**config.mk**
```make
export PLATFORM = sky130hd
export DESIGN_NAME = msem_region_dec
export DESIGN_NICKNAME = d
export VERILOG_FILES = /design/src/rtl/msem_pkg.sv /design/src/rtl/msem_region_dec.sv
export VERILOG_INCLUDE_DIRS = /design/src /design/src/rtl
export SDC_FILE = /design/constraint.sdc
export NUM_CORES = 1
export LEC_CHECK = 0
export BUFFER_PORTS_ARGS = -buffer_cell sky130_fd_sc_hd__buf_2
export CAP_MARGIN = 20
export CORE_AREA = 4 4 41 43
export DETAILED_ROUTE_END_ITERATION = 10
export DIE_AREA = 0 0 45 47
export PLACE_DENSITY = 0.57
export SLEW_MARGIN = 10
export SYNTH_ARGS = -nofsm -noshare
export SYNTH_HDL_FRONTEND = slang
export SYNTH_SLANG_ARGS = --single-unit
```
**constraint.sdc**
```tcl
create_clock -name vclk -period 1.7
set_input_delay 0.255 -clock vclk [all_inputs]
set_output_delay 0.255 -clock vclk [all_outputs]
set_load 0.1 [all_outputs]
```
**src/rtl/msem_regs.svh**
```systemverilog
`ifndef MSEM_REGS_SVH
`define MSEM_REGS_SVH

`define MSEM_FC_RD_COILS      8'h01
`define MSEM_FC_RD_REGS       8'h03
`define MSEM_FC_WR_COIL       8'h05
`define MSEM_FC_WR_REG        8'h06
`define MSEM_FC_WR_MULTI      8'h10
`define MSEM_FC_ERR_BIT       8'h80

`define MSEM_EX_CMD           8'h51
`define MSEM_EX_RUN           8'h52
`define MSEM_EX_PASSWORD      8'h53
`define MSEM_EX_DATA          8'h54
`define MSEM_EX_OTHER         8'h57
`define MSEM_EX_EDITOR        8'h58

`define MSEM_ADDR_BCAST       8'h00
`define MSEM_ADDR_MAX         8'h63
`define MSEM_MAX_BYTES        8'd128

`define MSEM_CWL_LO           16'h0000
`define MSEM_CWL_HI           16'h0016
`define MSEM_CCL_LO           16'h0100
`define MSEM_CCL_HI           16'h012f
`define MSEM_CVL_LO           16'h0200
`define MSEM_CVL_HI           16'h0237
`define MSEM_CVL_EXTRA        16'h0260
`define MSEM_UCT_LO           16'h0300
`define MSEM_UCT_HI           16'h033b
`define MSEM_PVL_LO           16'h0400
`define MSEM_PVL_HI           16'h043e
`define MSEM_CBL_LO           16'h0500
`define MSEM_CBL_HI           16'h05ff
`define MSEM_CWN_LO           16'h0600
`define MSEM_CWN_HI           16'h0630
`define MSEM_CCN_LO           16'h0700
`define MSEM_CCN_HI           16'h072f
`define MSEM_CVN_LO           16'h0800
`define MSEM_CVN_HI           16'h11ef
`define MSEM_PVN_LO           16'h1200
`define MSEM_PVN_HI           16'h2703
`define MSEM_CBN_LO           16'h2b00
`define MSEM_CBN_HI           16'h2e0f

`endif

```
**src/rtl/msem_pkg.sv**
```systemverilog
package msem_pkg;

    // region classes for the decoded start address
    typedef enum logic [7:0] {
        RG_NONE  = 8'b0000_0001,
        RG_WORD  = 8'b0000_0010,
        RG_CMD   = 8'b0000_0100,
        RG_CUR   = 8'b0000_1000,
        RG_CHAR  = 8'b0001_0000,
        RG_PRE_L = 8'b0010_0000,
        RG_PRE_N = 8'b0100_0000,
        RG_BIT   = 8'b1000_0000
    } msem_region_e;

    typedef enum logic [2:0] {
        ST_IDLE = 3'b001,
        ST_EVAL = 3'b010,
        ST_DONE = 3'b100
    } msem_state_e;

    typedef struct packed {
        logic [7:0]  slave;
        logic [7:0]  func;
        logic [15:0] addr;
        logic [15:0] count;
        logic [7:0]  nbytes;
        logic        parity_err;
        logic        data_bad;
    } msem_req_s;

    typedef struct packed {
        logic       exc;
        logic       bcast;
        logic       silent;
        logic [7:0] func;
        logic [7:0] code;
    } msem_rsp_s;

endpackage : msem_pkg

```
**src/rtl/msem_region_dec.sv**
```systemverilog
`timescale 1ns/10ps
`include "msem_regs.svh"
module msem_region_dec
    import msem_pkg::*;
(
    // address in
    input  wire logic [15:0] addr,
    // class out
    output msem_region_e     region
);
    function automatic logic in_rng(input logic [15:0] a, input logic [15:0] lo,
                                    input logic [15:0] hi);
        in_rng = (a >= lo) && (a <= hi);
    endfunction : in_rng

    always_comb begin
        region = RG_NONE;
        if (in_rng(addr, `MSEM_CWL_LO, `MSEM_CWL_HI) || in_rng(addr, `MSEM_CWN_LO, `MSEM_CWN_HI))
            region = RG_WORD;
        else if (in_rng(addr, `MSEM_CCL_LO, `MSEM_CCL_HI)
                 || in_rng(addr, `MSEM_CCN_LO, `MSEM_CCN_HI))
            region = RG_CMD;
        else if (in_rng(addr, `MSEM_CVL_LO, `MSEM_CVL_HI) || addr == `MSEM_CVL_EXTRA
                 || in_rng(addr, `MSEM_CVN_LO, `MSEM_CVN_HI))
            region = RG_CUR;
        else if (in_rng(addr, `MSEM_UCT_LO, `MSEM_UCT_HI))
            region = RG_CHAR;
        else if (in_rng(addr, `MSEM_PVL_LO, `MSEM_PVL_HI))
            region = RG_PRE_L;
        else if (in_rng(addr, `MSEM_PVN_LO, `MSEM_PVN_HI))
            region = RG_PRE_N;
        else if (in_rng(addr, `MSEM_CBL_LO, `MSEM_CBL_HI)
                 || in_rng(addr, `MSEM_CBN_LO, `MSEM_CBN_HI))
            region = RG_BIT;
    end
endmodule : msem_region_dec

```
==> After elaboration in Yosys (flattened, before gate mapping) <==
Index checks and enable logic that the tools add are counted.
{ "word_totals": {"reg_bits": 0, "inputBits": 16, "out_inout_bits": 8, "word_cells": 46} }
{ "op_classes": {"magnitude_cmp": 22, "eq_ne": 1, "mux": 7, "reduce_logical": 16} }
{ "op_table": {"columns": ["operator", "count"], "rows": [
  ["$ge 16x11->1 const B", 4],
  ["$le 16x11->1 const B", 4],
  ["$mux 8", 7],
  ["$ge 16x10->1 const B", 2],
  ["$le 16x10->1 const B", 2],
  ["$le 16x14->1 const B", 2],
  ["$eq 16x10->1 const B", 1],
  ["$ge 16x1->1 const B", 1],
  ["$ge 16x12->1 const B", 1],
  ["$ge 16x13->1 const B", 1],
  ["$ge 16x14->1 const B", 1],
  ["$ge 16x9->1 const B", 1],
  ["$le 16x13->1 const B", 1],
  ["$le 16x5->1 const B", 1],
  ["$le 16x9->1 const B", 1],
  ["$logic_and 1x1->1", 11],
  ["$logic_or 1x1->1", 5]
]} }

==> Longest topological paths before layout <==
Gate-level depths: netlist of run 1.
{ "logic_depth": {"ltp_word": 10, "ltp_mapped": 5, "ltp_nobuf": 5} }

==> Least setup slack after synthesis of run 1 <==
No wires, ideal clock.
{ "synth_path": {"path_kind": "input to output", "startpoint": "in addr[15]", "endpoint": "out region[2]", "t_arrival_ns": 3.805, "t_required_ns": 1.445, "setup_slack_ns": -2.360, "path_stages": 3, "path_buffers": 0, "path_cell_list": "nor3_1 nand4_1 nor4b_1"} }
{ "synth_between": {"elab_chain_len": 8, "elab_cells_between_ends": 38, "classes_between": "18 x order compare; 1 x eq/ne; 6 x mux; 13 x reduce/logical"} }
{ "synth_lines": {"columns": ["element", "line", "text"], "rows": [
  ["start: declaration", "msem_region_dec.sv:7", "input wire logic [15:0] addr,"],
  ["$ge 16x13->1 / $le 16x14->1 (equally long branches)", "msem_region_dec.sv:13", "in_rng = (a >= lo) && (a <= hi);"],
  ["$logic_and 1x1->1", "msem_region_dec.sv:13", null],
  ["$mux 8", "msem_region_dec.sv:30", "else if (in_rng(addr, `MSEM_PVN_LO, `MSEM_PVN_HI))"],
  ["$mux 8", "msem_region_dec.sv:28", "else if (in_rng(addr, `MSEM_PVL_LO, `MSEM_PVL_HI))"],
  ["$mux 8", "msem_region_dec.sv:26", "else if (in_rng(addr, `MSEM_UCT_LO, `MSEM_UCT_HI))"],
  ["$mux 8", "msem_region_dec.sv:23", "else if (in_rng(addr, `MSEM_CVL_LO, `MSEM_CVL_HI) || addr == `MSEM_CVL_EXTRA"],
  ["$mux 8", "msem_region_dec.sv:20", "else if (in_rng(addr, `MSEM_CCL_LO, `MSEM_CCL_HI)"],
  ["$mux 8 *", "msem_region_dec.sv:18", "if (in_rng(addr, `MSEM_CWL_LO, `MSEM_CWL_HI) || in_rng(addr, `MSEM_CWN_LO, `MSEM_CWN_HI))"],
  ["end: declaration", "msem_region_dec.sv:9", "output msem_region_e region"]
]} }
Every way passes the cells marked *; elsewhere a longest branch is shown, timed or not.

==> Worst setup path after layout of run 1 <==
{ "layout_path": {"startpoint": "in addr[1]", "endpoint": "out region[0]"} }
{ "layout_between": {"elab_chain_len": 10, "elab_cells_between_ends": 46, "classes_between": "22 x order compare; 1 x eq/ne; 7 x mux; 16 x reduce/logical"} }
{ "layout_lines": {"columns": ["element", "line", "text"], "rows": [
  ["$ge 16x11->1, or another cell as far along", "msem_region_dec.sv:13", null],
  ["$logic_and 1x1->1", "msem_region_dec.sv:13", null],
  ["$logic_or 1x1->1", "msem_region_dec.sv:32", "else if (in_rng(addr, `MSEM_CBL_LO, `MSEM_CBL_HI)"],
  ["$mux 8", "msem_region_dec.sv:32", null],
  ["$mux 8", "msem_region_dec.sv:30", null],
  ["$mux 8", "msem_region_dec.sv:28", null],
  ["$mux 8", "msem_region_dec.sv:26", null],
  ["$mux 8", "msem_region_dec.sv:23", null],
  ["$mux 8", "msem_region_dec.sv:20", null],
  ["$mux 8 *", "msem_region_dec.sv:18", null]
]} }
Marked as above.

==> reports/results.txt, run 1 <==
Status = finished, violations left
Failing checks = negative setup slack
Setup CP Type = in -> out
CP Depth = 7
Die height = 47 um
RSZ-0062 raised after global routing = yes
M2 GR Usage = 36.2%
Max Fanout on Critical Path = 3
Area Overhead vs Synth = 212%
CP top delay family = simple AND/OR/NAND/NOR gates
Nets = 132
P_leak = 0.473 nW
Period utilisation layout = 119%
Num ports = 24
Row cnt = 13
Iteration-0 DRC Markers = 22
Syn Inst Count = 55
WP data required = 1440 ps
Distinct cell type count after synthesis = 28
Post-DR vias/cell = 5.47
Busiest layer in global routing = met2
Initial DRT Pass Iterations = 4
DPL Wire Length = 1540 um
Maximum clock rate = 495 MHz
Met1 Use GR = 24.6%
Critical-path top delay cell = or4_4
First-pass GRT wire length = 3050 um
Synth top area share = 10.0%
Worst Setup End Kind = output port
Worst path arrival time = 1760 ps
Most instantiated cells after synthesis = nor3_1, nand2_1, nor2_1
Max Transition Viols Final = 0
CP max stage delay = 560 ps
Effective utilization at floorplan = 26.9%
Syn Area/Cell = 6.37 um^2
Cell Area, Placed = 960 um^2
Chip width = 45 um
Met3 Track Usage GR = 1.53%
Slew margin rel. = 75.5%
Total Routed Length = 2100 um
PortBufs = 24
Min-Delay Path Depth = 5
Post-synthesis sequential area ratio = 0%
Post-synth top area cell = nor3_1
Pin count of the biggest net entering global routing = 7
Max VDD drop = 0.000136 V
Synth top area cells = nor3_1, o32ai_4, nand2_1, nor2_1, o21ai_0
CLK BUF = 0
HP Class = in -> out
Final setup vio count = 6
Crit path cell chain = buf_6 -> or4_4 -> nor3b_4 -> nor2_2 -> o32ai_4 -> nor4_4 -> buf_12
Die area = 2120 um^2
Share of cells above drive strength 1 = 71.9%
Power per cell area = 208 nW/um^2
Buf/Inv on CP = 2
Worst Hold Margin = 1100 ps
Number of global-route vias before repair = 670
Final hold violation count = 0
Register area = 0 um^2
Initial antenna violation count = 0
Core area = 1300 um^2
ANT cells = 0
Post-route design area = 1090 um^2
# Max-Cap Violations = 0
Grt total ovfl = 0
Final WS setup = -318 ps
Cell area after synthesis = 350 um^2
Synth Warn # = 0
Slew of the pin with the lowest slew margin = 364 ps
Mapped Nets = 71
Most common cell in the netlist = nor3_1
Fin crit period = 2020 ps
Antenna Nets Post-Route = 0
Residual DRC count = 0
GRT Total Usage = 19.2%
GP Congestion = 0.799
Critical Path Start Type = primary input
DR WL/cell = 16.3 um
DR vias = 706
Seq Cell Count = 0
Pwr Total = 0.227 mW
Final design utilization = 84.0%
## worst paths after layout
path,start,end,slack (ps)
min,addr[4],region[2],1100
max,addr[1],region[0],-320
## tightest hold or removal path, delay by kind of cell
kind | cells | cell delay [ps]
buffers and inverters | 3 | 380
and+or+nand+nor | 2 | 200
## area by class of cell
cell class	count	area, um^2
fill	80	208
inverter	1	3.75
multi-input combinational	54	505
tap	15	18.8
timing repair buffer	59	566
## where the power goes
group	internal (mW)	total [mW]	switching, mW
clock	0	0	0
sequential	0	0	0
combinational	0.113	0.227	0.115
total	0.113	0.227	0.115
## repair_timing
action                                  in CTS  in global routing
pin swaps                                    3                  3
buffers inserted                             1                  3
resized for setup                           15                 10
hold buffers                                 0                  0
endpoints found under the setup margin       6                  7
## layout by cell type, fill, tap and decap left out, types with 2 or more instances in the layout
cell      count
nor3_4        3
nand2b_1      2
a31oi_1       2
o21ai_0       3
nor3_1        3
nand2_1       6
buf_2         9
nand3b_1      2
or4_4         2
nand4_1       3
buf_6         8
nor2_1        4
a21oi_2       2
buf_8         2
buf_12        8
buf_4        31
## per-layer routing
layer,vias up,routed length (um)
li1,344,-
met1,331,879
met2,25,1060
met3,6,95
met4,0,62
met5,-,0
## per-stage QoR
stage | setup slack (ps) | cells | TNS (ps)
3_5_place_dp | -305 | 125 | -1080
2_1_floorplan | -889 | 55 | -1850
4_1_cts | -287 | 126 | -859
3_3_place_gp | -303 | 125 | -950
5_1_grt | -366 | 129 | -1520
6_report | -318 | 129 | -1320
## cell families (layout without fill, tap and decap cells)
kind of cell           after synthesis  after routing  synth area share, %
AND/OR/NAND/NOR                     37             37                 60.0
AO/OA/AOI/OAI                       16             16                 36.1
buffers and inverters                1             60                 1.07
multiplexers                         1              1                 2.86
No activity file was read; power rests on OpenSTA's default activity.
==> run 2, diff against run 1 <==
ABC_AREA = 1   (was not set)
CORE_AREA = 4 4 45 47   (was 4 4 41 43)
DIE_AREA = 0 0 49 51   (was 0 0 45 47)
GPL_TIMING_DRIVEN = 0   (was not set)
PLACE_DENSITY = 0.68   (was 0.57)
==> reports/results.txt, run 2 <==
Chip width = 49 um (was 45 um)
Row cnt = 15 (was 13)
DPL Wire Length = 1710 um (was 1540 um)
Effective utilization at floorplan = 38.6% (was 26.9%)
Num ports = 24 (unchanged)
Dpl ws = -453 ps (was -305 ps)
Worst path arrival time = 1530 ps (was 1760 ps)
P_leak = 0.539 nW (was 0.473 nW)
CLK BUF = 0 (unchanged)
Worst Setup End Kind = output port (unchanged)
DR WL/cell = 12.3 um (was 16.3 um)
Most frequent cells in the layout = nand2_1, nor2_1, nand3_1, inv_1 (was buf_4, buf_2, buf_6, buf_12, nand2_1)
Cell Area, Placed = 813 um^2 (was 960 um^2)
Cell area after synthesis = 637 um^2 (was 350 um^2)
Die height = 51 um (was 47 um)
Number of global-route vias before repair = 889 (was 670)
Initial antenna violation count = 0 (unchanged)
Final setup vio count = 4 (was 6)
ANT cells = 0 (unchanged)
Post-DR vias/cell = 5.34 (was 5.47)
Slew of the pin with the lowest slew margin = 330 ps (was 364 ps)
Most common cell in the netlist = nand2_1 (was nor3_1)
Most common cell after layout, fill and taps aside = nand2_1 (was buf_4)
GP Congestion = 0.875 (was 0.799)
DP Cell Count = 177 (was 125)
First-pass GRT wire length = 3660 um (was 3050 um)
WP data required = 1440 ps (about the same)
Synth top area share = 28.3% (was 10.0%)
Total Routed Length = 2280 um (was 2100 um)
Final design utilization = 62.7% (was 84.0%)
Die area = 2500 um^2 (was 2120 um^2)
Max Fanout on Critical Path = 5 (was 3)
Maximum clock rate = 559 MHz (was 495 MHz)
Final WS setup = -88.5 ps (was -318 ps)
Filler cells = 155 (was 80)
Nets = 186 (was 132)
GRT Total Usage = 17.4% (was 19.2%)
HP Class = in -> out (unchanged)
RSZ-0062 raised after global routing = yes (unchanged)
Antenna Nets Post-Route = 0 (unchanged)
# Max-Cap Violations = 0 (unchanged)
Max VDD drop = 0.000115 V (was 0.000136 V)
Post-synth top area cell = nand2_1 (was nor3_1)
Fin crit period = 1790 ps (was 2020 ps)
Syn Area/Cell = 4.65 um^2 (was 6.37 um^2)
Residual DRC count = 0 (unchanged)
Register area = 0 um^2 (unchanged)
Syn Inst Count = 137 (was 55)
Post-route insts no fill = 185 (was 129)
Setup CP Type = in -> out (unchanged)
Period utilisation layout = 105% (was 119%)
Core area = 1650 um^2 (was 1300 um^2)
Iteration-0 DRC Markers = 35 (was 22)
Seq Cell Count = 0 (unchanged)
Distinct cell type count after synthesis = 19 (was 28)
Initial DRT Pass Iterations = 4 (unchanged)
Pin count of the biggest net entering global routing = 9 (was 7)
Final hold violation count = 0 (unchanged)
Synth Warn # = 0 (unchanged)
Post-synthesis sequential area ratio = 0% (unchanged)
PortBufs = 23 (was 24)
Power per cell area = 217 nW/um^2 (was 208 nW/um^2)
Most instantiated cells after synthesis = nand2_1, nor2_1, inv_1 (was nor3_1, nand2_1, nor2_1)
Post-route design area = 1030 um^2 (was 1090 um^2)
Mapped Nets = 153 (was 71)
Max Transition Viols Final = 0 (unchanged)
Critical Path Start Type = primary input (unchanged)
Share of cells above drive strength 1 = 42.3% (was 71.9%)
DR vias = 988 (was 706)
Grt total ovfl = 0 (unchanged)
Failing checks = negative setup slack (unchanged)
Area Overhead vs Synth = 62.5% (was 212%)
Pwr Total = 0.224 mW (was 0.227 mW)
Slew margin rel. = 77.8% (was 75.5%)
Synth top area cells = nand2_1, nor2_1, nand3_1, inv_1, nor2_4 (was nor3_1, o32ai_4, nand2_1, nor2_1, o21ai_0)
Status = finished, violations left (unchanged)
[run 2: timing repair]
item	in CTS	in global routing
cloned	1	0
buffers inserted	4	3
gates resized for setup	20	28
pin swaps	13	13
hold buffers	0	0
setup endpoints to repair	6	6
[run 2: critical path, stage by stage]
cell and delay (ps):
clkbuf_4 150, inv_4 60, nor2_4 130, nand2_1 80, nor2_2 120, nand2_1 70
nand2_2 90, a21oi_4 60, nor2_2 140, nand2_2 80, nor2_4 120, buf_12 180
[run 2: logic make-up after synthesis]
kind of cell,Yosys count,share of synthesized area [%]
buf+inv,21,13.0
simple gates,110,81.3
compound gates,6,5.70
[run 2: per-layer routing]
layer	track usage (%)	up-vias	share of wire, %
met1	18.8	448	40
li1	-	495	-
met4	2.24	0	0.97
met3	2.92	4	7.6
met5	0	-	0
met2	35.4	41	52
[run 2: final timing paths]
check | cells after the start | slack [ps] | end | from
max | 12 | -90 | region[0] | addr[10]
min | 4 | 1070 | region[7] | addr[8]
[run 2: where the power goes]
part	leakage, nW	internal, mW	switching, mW
clock	0	0	0
sequential	0	0	0
combinational	0.539	0.0792	0.145
total	0.539	0.0792	0.145
[run 2: through the flow]
stage / hold slack (ps) / setup TNS (ps)
after floorplan: 777 / -739
after global placement: 1100 / -1030
after detailed placement: 1100 / -1050
after CTS: 1040 / -61.9
after global routing: 1120 / -426
final: 1070 / -124
[run 2: layout make-up]
type / instances / area [um^2] / share of cell area [%]
well taps: 17 / 21.3 / 2.06
repair buffers: 30 / 245 / 23.7
inverters: 20 / 77.6 / 7.50
multi-input cells: 117 / 683 / 66.0
plain buffers: 1 / 7.51 / 0.726
==> run 3, diff against run 2 <==
SETUP_SLACK_MARGIN = 0.1   (was not set)
==> reports/results.txt, run 3 (synthesis gave the netlist of run 2 again) <==
Die area = 2500 um^2 (unchanged)
Hold Path End = region[7] (unchanged)
RSZ-0062 raised after global routing = yes (unchanged)
Post-route insts no fill = 183 (was 185)
Core area = 1650 um^2 (unchanged)
Max VDD drop = 0.000104 V (was 0.000115 V)
HP Class = in -> out (unchanged)
Die height = 51 um (unchanged)
Period utilisation layout = 110% (was 105%)
Iteration-0 DRC Markers = 24 (was 35)
Row cnt = 15 (unchanged)
Status = finished, violations left (unchanged)
Max Transition Viols Final = 0 (unchanged)
Pin count of the biggest net entering global routing = 9 (unchanged)
ANT cells = 0 (unchanged)
Hold path start = addr[8] (unchanged)
DR WL/cell = 12.9 um (was 12.3 um)
Most frequent cells in the layout = nand2_1, nand3_1, nor2_1 (was nand2_1, nor2_1, nand3_1, inv_1)
Most common cell after layout, fill and taps aside = nand2_1 (unchanged)
Slew margin rel. = 74.5% (was 77.8%)
First-pass GRT wire length = 3500 um (was 3660 um)
Post-CTS Hold Buffers = 0 (unchanged)
Fin crit period = 1870 ps (was 1790 ps)
Effective utilization at floorplan = 38.6% (unchanged)
GRT Total Usage = 16.7% (was 17.4%)
Total Routed Length = 2350 um (was 2280 um)
Setup CP Type = in -> out (unchanged)
Min-Delay Path Depth = 4 (unchanged)
DR vias = 992 (was 988)
Residual DRC count = 0 (unchanged)
CLK BUF = 0 (unchanged)
Worst path arrival time = 1610 ps (was 1530 ps)
Max Fanout on Critical Path = 5 (unchanged)
Grt total ovfl = 0 (unchanged)
Final setup vio count = 2 (was 4)
DP Cell Count = 177 (unchanged)
P_leak = 0.529 nW (was 0.539 nW)
Antenna Nets Post-Route = 0 (unchanged)
Chip width = 49 um (unchanged)
PortBufs = 23 (unchanged)
Final WS setup = -165 ps (was -88.5 ps)
Post-DR vias/cell = 5.42 (was 5.34)
Failing checks = negative setup slack (unchanged)
Cell Area, Placed = 827 um^2 (was 813 um^2)
# Max-Cap Violations = 0 (unchanged)
Initial antenna violation count = 0 (unchanged)
Register area = 0 um^2 (unchanged)
Nets = 184 (was 186)
Slew of the pin with the lowest slew margin = 379 ps (was 330 ps)
Critical Path Start Type = primary input (unchanged)
Seq Cell Count = 0 (unchanged)
Final hold violation count = 0 (unchanged)
Share of cells above drive strength 1 = 42.8% (was 42.3%)
GP Congestion = 0.872 (was 0.875)
Area Overhead vs Synth = 66.0% (was 62.5%)
Number of global-route vias before repair = 858 (was 889)
Initial DRT Pass Iterations = 4 (unchanged)
Power per cell area = 211 nW/um^2 (was 217 nW/um^2)
Final design utilization = 64.0% (was 62.7%)
Maximum clock rate = 536 MHz (was 559 MHz)
WP data required = 1440 ps (about the same)
Worst Setup End Kind = output port (unchanged)
DPL Wire Length = 1650 um (was 1710 um)
Post-route design area = 1060 um^2 (was 1030 um^2)
Num ports = 24 (unchanged)
[run 3: cell count changes in the layout (fill, tap and decap cells not counted), moves of 3 or more]
cell     previous run  this run
nand2_1            40        36
nand2_2             9        13
nor2_2              8         4
buf_4              10         7
nor2_4             11        14
[run 3: power by group]
part	total, mW	internal [mW]	switching (mW)
clock	0	0	0
sequential	0	0	0
combinational	0.223	0.0757	0.147
total	0.223	0.0757	0.147
[run 3: worst max-delay path by stage]
stage                         from         to  depth (start not counted)
after floorplan           addr[15]  region[0]                          6
after global placement    addr[10]  region[0]                         11
after detailed placement  addr[10]  region[0]                         11
after CTS                 addr[14]  region[0]                         11
after global routing       addr[3]  region[0]                         12
final                     addr[11]  region[0]                         11
[run 3: per-stage QoR]
step                      setup TNS, ps  hold slack (ps)  total power, mW  setup slack (ps)
final                              -194             1010            0.223              -165
after global routing               -413             1020            0.238              -209
after detailed placement           -942             1100            0.170              -361
after floorplan                    -717              777            0.119              -537
after CTS                         -6.70             1040            0.210             -6.70
after global placement             -898             1090            0.168              -357
[run 3: area by class of cell]
type / instances / area (um^2)
Timing Repair Buffer: 28 / 251
Multi-Input combinational cell: 117 / 696
Fill cell: 150 / 594
Inverter: 20 / 77.6
Buffer: 1 / 11.3
Tap cell: 17 / 21.3
[run 3: per-layer routing]
| metal | up-vias | global-route usage [%] | part of all wire, % |
|---|---|---|---|
| met5 | - | 0 | 0 |
| met4 | 0 | 2.69 | 2.4 |
| met3 | 6 | 1.46 | 7.4 |
| met2 | 44 | 33.7 | 52 |
| met1 | 452 | 18.9 | 38 |
| li1 | 490 | - | - |
[run 3: repair_timing]
| item | in CTS | in global routing |
|---|---|---|
| setup buffers | 3 | 2 |
| endpoints found under the setup margin | 8 | 8 |
| cloned | 1 | 0 |
| pin swaps | 20 | 6 |
| gates resized for setup | 44 | 14 |
[run 3: critical path, cell delays in order]
cell      delay, ps
buf_2           160
inv_2           120
nand2_4          90
nor2_4          130
o21bai_1        100
nand3_1         110
nand3_1          70
nor2_1          150
nand2_1         120
nor2_4          120
buf_12          180
